## src/rtl/eirq_map.svh

```systemverilog
// register offsets, field positions and reset values of the interrupt source block
`ifndef EIRQ_MAP_SVH
`define EIRQ_MAP_SVH

`define EIRQ_ADDR_MAIN        4'h0
`define EIRQ_ADDR_CTL2        4'h1
`define EIRQ_ADDR_CTL3        4'h2
`define EIRQ_ADDR_TCTL        4'h3
`define EIRQ_ADDR_TLO         4'h4
`define EIRQ_ADDR_THI         4'h5
`define EIRQ_ADDR_EVST        4'h6
`define EIRQ_ADDR_EVMSK       4'h7
`define EIRQ_ADDR_CORE        4'h8

`define EIRQ_MAIN_GIE         7
`define EIRQ_MAIN_T0IE        5
`define EIRQ_MAIN_X0IE        4
`define EIRQ_MAIN_PCIE        3
`define EIRQ_MAIN_T0IF        2
`define EIRQ_MAIN_X0IF        1
`define EIRQ_MAIN_PCIF        0
`define EIRQ_MAIN_WMASK       8'hBF

`define EIRQ_CTL2_POL_LSB     4
`define EIRQ_CTL2_T0PRI       2
`define EIRQ_CTL2_X3PRI       1
`define EIRQ_CTL2_PCPRI       0
`define EIRQ_CTL2_WMASK       8'hF7

`define EIRQ_CTL3_X2PRI       7
`define EIRQ_CTL3_X1PRI       6
`define EIRQ_CTL3_IE_LSB      3
`define EIRQ_CTL3_IF_LSB      0

`define EIRQ_TCTL_RUN         7
`define EIRQ_TCTL_MODE8       6
`define EIRQ_TCTL_WMASK       8'hC0

`define EIRQ_EV_EXT_LSB       0
`define EIRQ_EV_T0            4
`define EIRQ_EV_PC            5
`define EIRQ_EV_ENTRY         6

`define EIRQ_CORE_FULL        7

`define EIRQ_RST_MAIN         8'h00
`define EIRQ_RST_CTL2         8'hF7
`define EIRQ_RST_CTL3         8'hC0
`define EIRQ_RST_TCTL         8'h40
`define EIRQ_RST_EVMSK        8'h00

`endif

```

## src/rtl/eirq_pkg.sv

```systemverilog
// shared types of the interrupt source block
package eirq_pkg;
    typedef logic [7:0] eirq_byte_t;

    typedef struct packed {
        eirq_byte_t working;
        eirq_byte_t status;
        eirq_byte_t bank;
    } eirq_ctx_t;
endpackage

```

## src/rtl/eirq_edge.sv

```systemverilog
// two-flop pin synchroniser with rising and falling edge pulses
`timescale 1ns/1ps
`default_nettype none
module eirq_edge #(
    parameter int W = 8
) (
    input  wire logic         i_mclk,
    input  wire logic         i_resetn,
    input  wire logic [W-1:0] i_pins,
    output logic      [W-1:0] o_rise,
    output logic      [W-1:0] o_fall
);
    typedef struct packed {
        logic [W-1:0] s1;
        logic [W-1:0] s2;
        logic [W-1:0] s3;
        logic [W-1:0] rise;
        logic [W-1:0] fall;
    } eirq_edge_st_t;

    eirq_edge_st_t r_reg;
    eirq_edge_st_t r_next;

    // s1 feeds only s2; edges are judged between s2 and s3
    always_comb begin
        r_next      = r_reg;
        r_next.s1   = i_pins;
        r_next.s2   = r_reg.s1;
        r_next.s3   = r_reg.s2;
        r_next.rise = r_reg.s2 & ~r_reg.s3;
        r_next.fall = ~r_reg.s2 & r_reg.s3;
    end

    always_ff @(posedge i_mclk or negedge i_resetn) begin
        if (!i_resetn) begin
            r_reg <= '0;
        end else begin
            r_reg <= r_next;
        end
    end

    assign o_rise = r_reg.rise;
    assign o_fall = r_reg.fall;
endmodule
`default_nettype wire

```

## src/rtl/eirq_top.sv

```systemverilog
// edge, timer-zero and port-change interrupt sources with entry context save
// Operation
// - external pins trigger on edges, never levels
// - polarity bit one rising, zero falling
// - valid edge sets that pin's flag
// - no request while pin enable is clear
// - flags stay set until software clears
// - enabled external pins wake from sleep
// - vector after wake only with global enable
// - pins one to three have priority bits
// - pin zero always high priority
// - 8-bit timer overflow FFh to 00h flags
// - 16-bit timer overflow FFFFh to 0000h flags
// - timer enable main bit5, priority two bit2
// - port B 7:4 change sets main bit0
// - port change enable bit3, priority two bit0
// - entry pushes return counter on stack
// - entry copies working, status, bank to shadow
`timescale 1ns/1ps
`default_nettype none
`include "eirq_map.svh"
module eirq_top #(
    parameter int PCW   = 21,
    parameter int DEPTH = 31
) (
    input  wire logic           i_mclk,
    input  wire logic           i_resetn,
    input  wire logic [7:0]     i_port_b_pins,
    input  wire logic [3:0]     i_addr,
    input  wire logic [7:0]     i_wdata,
    input  wire logic           i_wr,
    input  wire logic           i_rd,
    output logic      [7:0]     o_rdata,
    input  wire logic           i_sleep,
    input  wire logic           i_irq_enter,
    input  wire logic           i_irq_return,
    input  wire logic [PCW-1:0] i_return_pc,
    input  wire logic [7:0]     i_working_register,
    input  wire logic [7:0]     i_status_reg,
    input  wire logic [7:0]     i_bank_select_register,
    output logic                o_irq_high,
    output logic                o_irq_low,
    output logic                o_wake,
    output logic                o_irq,
    output logic [PCW-1:0]      o_return_pc,
    output logic [7:0]          o_shadow_working,
    output logic [7:0]          o_shadow_status,
    output logic [7:0]          o_shadow_bank,
    output logic                o_stack_full
);
    localparam int PW = $clog2(DEPTH + 1);
    localparam logic [PW-1:0] SP_FULL = PW'(DEPTH);

    typedef struct packed {
        logic [7:0]                main_irq_control;
        logic [7:0]                irq_control_two;
        logic [7:0]                irq_control_three;
        logic [7:0]                tctl;
        logic [7:0]                tlo;
        logic [7:0]                thi;
        logic [7:0]                evst;
        logic [7:0]                evmsk;
        logic [7:0]                rdata;
        logic [DEPTH-1:0][PCW-1:0] stack;
        logic [PW-1:0]             sp;
        logic [PCW-1:0]            top;
        eirq_pkg::eirq_ctx_t       shadow;
        logic                      hi;
        logic                      lo;
        logic                      wake;
        logic                      irq;
        logic                      full;
    } eirq_st_t;

    localparam eirq_st_t ST_RESET = '{
        main_irq_control:  `EIRQ_RST_MAIN,
        irq_control_two:   `EIRQ_RST_CTL2,
        irq_control_three: `EIRQ_RST_CTL3,
        tctl:              `EIRQ_RST_TCTL,
        evmsk:             `EIRQ_RST_EVMSK,
        default:           '0
    };

    eirq_st_t r_reg;
    eirq_st_t r_next;

    function automatic logic wr_hit(input logic wr, input logic [3:0] a, input logic [3:0] k);
        return wr && (a == k);
    endfunction

    logic [7:0] pin_rise;
    logic [7:0] pin_fall;
    logic [3:0] valid_edge;
    logic       port_chg;
    logic       ovf8;
    logic       ovf16;
    logic [5:0] pend;
    logic       any_hi;
    logic       any_lo;
    logic       global_irq_enable;
    logic       wr_main;
    logic       wr_ctl2;
    logic       wr_ctl3;

    // pins arrive from outside the clock domain
    eirq_edge #(
        .W (8)
    ) u_edge (
        .i_mclk   (i_mclk),
        .i_resetn (i_resetn),
        .i_pins   (i_port_b_pins),
        .o_rise   (pin_rise),
        .o_fall   (pin_fall)
    );

    genvar gi;
    generate
        for (gi = 0; gi < 4; gi++) begin : g_pin
            // only a transition counts, a held level never re-triggers
            assign valid_edge[gi] = r_reg.irq_control_two[`EIRQ_CTL2_POL_LSB + gi]
                                  ? pin_rise[gi] : pin_fall[gi];
        end
    endgenerate

    // any toggle of the upper four port pins
    assign port_chg = |(pin_rise[7:4] | pin_fall[7:4]);

    assign ovf8  = r_reg.tctl[`EIRQ_TCTL_RUN] && r_reg.tctl[`EIRQ_TCTL_MODE8]
                && (r_reg.tlo == 8'hFF);
    assign ovf16 = r_reg.tctl[`EIRQ_TCTL_RUN] && !r_reg.tctl[`EIRQ_TCTL_MODE8]
                && ({r_reg.thi, r_reg.tlo} == 16'hFFFF);

    assign wr_main = wr_hit(i_wr, i_addr, `EIRQ_ADDR_MAIN);
    assign wr_ctl2 = wr_hit(i_wr, i_addr, `EIRQ_ADDR_CTL2);
    assign wr_ctl3 = wr_hit(i_wr, i_addr, `EIRQ_ADDR_CTL3);
    assign global_irq_enable     = r_reg.main_irq_control[`EIRQ_MAIN_GIE];

    // a source is pending only with both flag and enable set
    assign pend[0] = r_reg.main_irq_control[`EIRQ_MAIN_X0IF]
                  && r_reg.main_irq_control[`EIRQ_MAIN_X0IE];
    assign pend[1] = r_reg.irq_control_three[`EIRQ_CTL3_IF_LSB]
                  && r_reg.irq_control_three[`EIRQ_CTL3_IE_LSB];
    assign pend[2] = r_reg.irq_control_three[`EIRQ_CTL3_IF_LSB + 1]
                  && r_reg.irq_control_three[`EIRQ_CTL3_IE_LSB + 1];
    assign pend[3] = r_reg.irq_control_three[`EIRQ_CTL3_IF_LSB + 2]
                  && r_reg.irq_control_three[`EIRQ_CTL3_IE_LSB + 2];
    assign pend[4] = r_reg.main_irq_control[`EIRQ_MAIN_T0IF]
                  && r_reg.main_irq_control[`EIRQ_MAIN_T0IE];
    assign pend[5] = r_reg.main_irq_control[`EIRQ_MAIN_PCIF]
                  && r_reg.main_irq_control[`EIRQ_MAIN_PCIE];

    // pin zero has no priority bit and always goes high
    assign any_hi = pend[0]
                 || (pend[1] && r_reg.irq_control_three[`EIRQ_CTL3_X1PRI])
                 || (pend[2] && r_reg.irq_control_three[`EIRQ_CTL3_X2PRI])
                 || (pend[3] && r_reg.irq_control_two[`EIRQ_CTL2_X3PRI])
                 || (pend[4] && r_reg.irq_control_two[`EIRQ_CTL2_T0PRI])
                 || (pend[5] && r_reg.irq_control_two[`EIRQ_CTL2_PCPRI]);
    assign any_lo = (pend[1] && !r_reg.irq_control_three[`EIRQ_CTL3_X1PRI])
                 || (pend[2] && !r_reg.irq_control_three[`EIRQ_CTL3_X2PRI])
                 || (pend[3] && !r_reg.irq_control_two[`EIRQ_CTL2_X3PRI])
                 || (pend[4] && !r_reg.irq_control_two[`EIRQ_CTL2_T0PRI])
                 || (pend[5] && !r_reg.irq_control_two[`EIRQ_CTL2_PCPRI]);

    always_comb begin
        r_next       = r_reg;
        r_next.rdata = 8'h00;

        // timer zero: 8-bit mode counts only the low byte
        if (r_reg.tctl[`EIRQ_TCTL_RUN]) begin
            if (r_reg.tctl[`EIRQ_TCTL_MODE8]) begin
                r_next.tlo = r_reg.tlo + 8'h01;
            end else begin
                {r_next.thi, r_next.tlo} = {r_reg.thi, r_reg.tlo} + 16'h0001;
            end
        end
        // a bus write to the count wins over the increment of that cycle
        if (wr_hit(i_wr, i_addr, `EIRQ_ADDR_TLO)) begin
            r_next.tlo = i_wdata;
        end
        if (wr_hit(i_wr, i_addr, `EIRQ_ADDR_THI)) begin
            r_next.thi = i_wdata;
        end
        if (wr_hit(i_wr, i_addr, `EIRQ_ADDR_TCTL)) begin
            r_next.tctl = i_wdata & `EIRQ_TCTL_WMASK;
        end

        // flags change only by a write or by their event
        if (wr_main) begin
            r_next.main_irq_control = i_wdata & `EIRQ_MAIN_WMASK;
        end
        if (wr_ctl2) begin
            r_next.irq_control_two = i_wdata & `EIRQ_CTL2_WMASK;
        end
        if (wr_ctl3) begin
            r_next.irq_control_three = i_wdata;
        end
        if (wr_hit(i_wr, i_addr, `EIRQ_ADDR_EVMSK)) begin
            r_next.evmsk = i_wdata;
        end

        // events are ORed in after the writes so a set beats a clear
        if (valid_edge[0]) begin
            r_next.main_irq_control[`EIRQ_MAIN_X0IF] = 1'b1;
        end
        r_next.irq_control_three[`EIRQ_CTL3_IF_LSB +: 3] =
            r_next.irq_control_three[`EIRQ_CTL3_IF_LSB +: 3] | valid_edge[3:1];
        if (ovf8 || ovf16) begin
            r_next.main_irq_control[`EIRQ_MAIN_T0IF] = 1'b1;
        end
        if (port_chg) begin
            r_next.main_irq_control[`EIRQ_MAIN_PCIF] = 1'b1;
        end

        // sticky event status, write one to clear
        if (wr_hit(i_wr, i_addr, `EIRQ_ADDR_EVST)) begin
            r_next.evst = r_reg.evst & ~i_wdata;
        end
        r_next.evst[`EIRQ_EV_EXT_LSB +: 4] = r_next.evst[`EIRQ_EV_EXT_LSB +: 4] | valid_edge;
        r_next.evst[`EIRQ_EV_T0]    = r_next.evst[`EIRQ_EV_T0] | ovf8 | ovf16;
        r_next.evst[`EIRQ_EV_PC]    = r_next.evst[`EIRQ_EV_PC] | port_chg;
        r_next.evst[`EIRQ_EV_ENTRY] = r_next.evst[`EIRQ_EV_ENTRY] | i_irq_enter;
        r_next.evst[7]              = 1'b0;
        r_next.irq                  = |(r_next.evst & r_next.evmsk);

        // requests to the core only with the global enable set
        r_next.hi   = global_irq_enable && any_hi;
        r_next.lo   = global_irq_enable && any_lo;
        // wake ignores the global enable; the core decides to vector
        r_next.wake = i_sleep && (|pend);

        // entry: push the return counter and shadow the context
        if (i_irq_enter) begin
            r_next.shadow.working = i_working_register;
            r_next.shadow.status  = i_status_reg;
            r_next.shadow.bank    = i_bank_select_register;
            // a push onto a full stack is dropped rather than wrapping
            if (!r_reg.full) begin
                r_next.stack[r_reg.sp] = i_return_pc;
                r_next.sp              = r_reg.sp + 1'b1;
            end
        end else if (i_irq_return && (r_reg.sp != '0)) begin
            r_next.sp = r_reg.sp - 1'b1;
        end
        r_next.full = (r_next.sp == SP_FULL);
        if (r_next.sp != '0) begin
            r_next.top = r_next.stack[PW'(r_next.sp - 1'b1)];
        end else begin
            r_next.top = '0;
        end

        // read data stand only in the cycle after the strobe
        if (i_rd) begin
            case (i_addr)
                `EIRQ_ADDR_MAIN:  r_next.rdata = r_reg.main_irq_control;
                `EIRQ_ADDR_CTL2:  r_next.rdata = r_reg.irq_control_two;
                `EIRQ_ADDR_CTL3:  r_next.rdata = r_reg.irq_control_three;
                `EIRQ_ADDR_TCTL:  r_next.rdata = r_reg.tctl;
                `EIRQ_ADDR_TLO:   r_next.rdata = r_reg.tlo;
                `EIRQ_ADDR_THI:   r_next.rdata = r_reg.thi;
                `EIRQ_ADDR_EVST:  r_next.rdata = r_reg.evst;
                `EIRQ_ADDR_EVMSK: r_next.rdata = r_reg.evmsk;
                `EIRQ_ADDR_CORE: begin
                    r_next.rdata                 = 8'(r_reg.sp);
                    r_next.rdata[`EIRQ_CORE_FULL] = r_reg.full;
                end
                default:          r_next.rdata = 8'h00;
            endcase
        end
    end

    always_ff @(posedge i_mclk or negedge i_resetn) begin
        if (!i_resetn) begin
            r_reg <= ST_RESET;
        end else begin
            r_reg <= r_next;
        end
    end

    assign o_rdata          = r_reg.rdata;
    assign o_irq_high       = r_reg.hi;
    assign o_irq_low        = r_reg.lo;
    assign o_wake           = r_reg.wake;
    assign o_irq            = r_reg.irq;
    assign o_return_pc      = r_reg.top;
    assign o_shadow_working = r_reg.shadow.working;
    assign o_shadow_status  = r_reg.shadow.status;
    assign o_shadow_bank    = r_reg.shadow.bank;
    assign o_stack_full     = r_reg.full;
endmodule
`default_nettype wire

```

## config.mk

```make
export PLATFORM = sky130hd
export DESIGN_NAME = eirq_top
export DESIGN_NICKNAME = d
export VERILOG_FILES = /design/src/rtl/eirq_pkg.sv /design/src/rtl/eirq_edge.sv /design/src/rtl/eirq_top.sv
export VERILOG_INCLUDE_DIRS = /design/src /design/src/rtl
export SDC_FILE = /design/constraint.sdc
export NUM_CORES = 1
export LEC_CHECK = 0
export BUFFER_PORTS_ARGS = -buffer_cell sky130_fd_sc_hd__clkbuf_2
export CORE_MARGIN = 10
export CORE_UTILIZATION = 50
export DETAILED_ROUTE_END_ITERATION = 8
export GPL_TIMING_DRIVEN = 0
export PLACE_DENSITY = 0.66
export REMOVE_ABC_BUFFERS = 1
export SLEW_MARGIN = 20
export SYNTH_ARGS = -nofsm -noshare
export SYNTH_HDL_FRONTEND = slang
export SYNTH_SLANG_ARGS = --single-unit
```

## constraint.sdc

```tcl
create_clock -name i_mclk -period 4.3 [get_ports i_mclk]
set_input_delay 0.215 -clock i_mclk [delete_from_list [all_inputs] [get_ports i_mclk]]
set_output_delay 0.215 -clock i_mclk [all_outputs]
set_load 0.05 [all_outputs]
```

==> summary.txt <==
Status
  • Status: finished, final reports clean

Route
  • DR pass1 iterations: 6
  • Routed length per instance: 26.7 um
  • Post-DRT Antenna Nets: 0
  • Final WL: 113000 um
  • Drt initial violations: 2673
  • DR DRC count: 0
  • Vias per cell: 6.27
  • Vias: 26517

Worst setup path
  • Crit Path Max Fanout: 22
  • Worst setup path start: r_reg[53]
  • CP delay by family, top: simple AND/OR/NAND/NOR gates
  • CP required: 4.81 ns
  • CP startpoint kind: register
  • Worst path cell trace: or4b_4, a2111oi_4, buf_4, nor2_4, nand2_1, a2bb2oi_1, o221ai_1, o311ai_0, o221ai_1
  • R2r startpoint: r_reg[53]
  • Arrival @ worst endpoint: 4.80 ns
  • Crit path top cell by count: o221ai_1
  • Crit end category: register
  • Crit path kind: reg -> reg
  • Slowest cell delay on critical path: 0.99 ns
  • Crit path buf inv count: 1
  • Slowest CP cell: dfrtp_1

Place
  • Detail Placement HPWL: 70300 um
  • RePlAce Congestion: 0.900
  • Number of port buffers: 129

Global route
  • Global-route wire length before repair: 171000 um
  • Grt total ovfl: 0
  • Grt met2 use: 41.5%
  • Total GRT Usage: 25.5%
  • Vias in the first global route: 27895
  • Met3 usage: 4.87%
  • Met1 usage: 33.5%
  • Antenna violations before repair: 4
  • Grt peak-use layer: met2
  • Largest net degree at the start of global routing: 99

Floorplanning
  • Rows: 101
  • I/O pin count: 130
  • Die X: 296 um
  • Initial core utilization: 50.2%
  • DIE AREA: 87400 um^2
  • Core area: 75700 um^2
  • Die Ht: 296 um

Pwr
  • P per Cell Area: 867 nW/um^2
  • Internal power: 22.9 mW
  • Peak supply drop: 0.644 mV
  • Pleak: 19.7 nW
  • Net Sw Frac: 40.1%
  • Gate power share: 49.8%
  • Net Sw Power: 15.3 mW
  • Sequential share of power: 30.9%
  • Clk pwr share: 19.4%

Yosys
  • Dominant cell by count in the synthesized netlist: dfrtp_1
  • Post-synth EDFFs: 0
  • Synth top area cells: dfrtp_1 (53%), mux2_2 (20%), mux2i_1 (3.2%)
  • Cells after Synth: 3124
  • Syn Area/Cell: 12.2 um^2
  • Sequential area share after synthesis: 53.3%
  • Synth warn: 0
  • Share of Yosys cell area claimed by the top area cell type: 52.6%
  • Synth cell count leaders: dfrtp_1 (799), mux2_2 (677), nor2_1 (242)
  • Yosys top cell by area: dfrtp_1
  • Mapped Area: 38000 um^2
  • Share of synthesized registers carrying an async set or reset: 100%
  • Seq cells post-synth: 809
  • Post-synthesis cell type count: 87
  • Primary FF master, synth: dfrtp_1

Finish
  • Share of cells above drive strength 1: 36.2%
  • Number of flip-flops under the largest register name: 710
  • Synth-to-Final Area Change: 15.9%
  • Post-Route Utilization: 58.2%
  • Final nets: 3258

Timing
  • FMAX: 0.233 GHz
  • Final worst path period share: 99.8%
  • Fin crit period: 4.29 ns
  • Setup TNS: 0 ns
  • Actual slew at the worst max-slew pin: 1.11 ns
  • Headroom to the max-slew limit: 25.8%
  • Final Hold Fails: 0
  • Pins Over Slew Limit: 0
  • Final Skew: 0.0315 ns
  • Final setup viols: 0

Clock tree
  • H-tree depth: 3
  • CTS tree: done
  • Clock slew at reported path FFs: 0.06 ns
  • Max clock buf depth: 3
  • Sinks on Clock Net: 809
  • Worst-Skew Late Latency: 0.65 ns
  • Clk root buf: clkbuf_16
  • Total CTS buffers: 85

Min path
  • Hold/Removal Path Class: in -> async

Flow run
  • Max-cap viol count: 0
[final timing paths]
| kind | end | slack, ns | cells after the start |
|---|---|---|---|
| min in group i_mclk | o_rdata[2] | 0.11 | 3 |
| max reg2reg | o_return_pc[17] | 0.007 | 9 |
| max in group asynchronous | r_reg[408] | 2.24 | 6 |
| max | o_return_pc[17] | 0.007 | 9 |
| min reg2reg | u_edge.r_next[18] | 0.35 | 0 |
| min | o_shadow_status[2] | 0.10 | 2 |
[per-stage QoR]
| stage | hold WS, ns | area (um^2) | instances | total power, mW | setup slack (ns) |
|---|---|---|---|---|---|
| detailed placement | 0.220 | 40100 | 3988 | 29.3 | -1.77 |
| global placement | 0.324 | 38300 | 3915 | 25.5 | -18.05 |
| floorplan | -0.0806 | 36400 | 2808 | 22.4 | -7.79 |
| global route | 0.138 | 44000 | 4226 | 39.8 | -0.0735 |
| CTS | 0.0809 | 43800 | 4205 | 37.5 | 0.00827 |
| finish | 0.101 | 44000 | 4227 | 38.2 | 0.00663 |
[cell usage in the layout (no fill, tap or decap), drive strengths merged, types with 24 or more instances in the layout]
cell / count
a211oi: 34
a21oi: 51
buf: 103
clkbuf: 268
dfrtp: 799
dlygate4sd3: 43
inv: 37
mux2: 677
mux2i: 121
mux4: 25
nand2: 190
nand3: 35
nor2: 245
nor2b: 25
nor3: 67
o21ai: 67
o221ai: 25
o22ai: 42
or3: 24
[per-layer routing]
layer / routed length (um) / share of wire, %
met5: 0 / 0
met4: 4460 / 4.0
met3: 8560 / 7.6
met2: 53600 / 48
met1: 46200 / 41
[final cells by class]
cell class | instances | area [um^2]
fillers | 5848 | 31700
flip-flops and latches | 809 | 20300
multi-input cells | 1967 | 16500
repair buffers | 281 | 3070
clock buffers | 137 | 2630
well taps | 978 | 1220
clock inverters | 17 | 183
inverters | 35 | 178
repair inverters | 1 | 8.76
diodes | 2 | 5.00
[cells by family after synthesis]
| logic type | Yosys count | synth area share (%) |
|---|---|---|
| multiplexers | 823 | 24.7 |
| AND/OR/NAND/NOR | 688 | 8.41 |
| flip-flops | 809 | 53.3 |
| adder cells (fa/ha/maj) | 6 | 0.198 |
| XOR/XNOR | 21 | 0.603 |
| AO/OA/AOI/OAI | 426 | 8.24 |
| buffers and inverters | 351 | 4.50 |
[power by group through the flow]
stage	clock (mW)	sequential (mW)	combinational [mW]
after floorplan	0	11.9	10.5
after global placement	0	11.7	13.8
after detailed placement	0	11.9	17.4
after CTS	7.50	11.7	18.2
after global routing	7.81	12.0	20.0
final	7.40	11.8	19.0
[what timing repair did]
action | 4_1_cts | 5_1_grt
hold endpoints to repair | 201 | 0
resized for setup | 30 | 20
endpoints found under the setup margin | 22 | 17
pin swaps | 8 | 6
hold buffers | 43 | 0
gates cloned | 7 | 3
buffers inserted | 13 | 17
[worst reg2reg max path: cells and delay by family, from the launching register on]
family | cells | cell delay, ns
compound gates | 5 | 1.29
buf+inv | 1 | 0.20
flops | 1 | 0.99
simple gates | 3 | 1.68
Power figures use the tool's default switching activity.
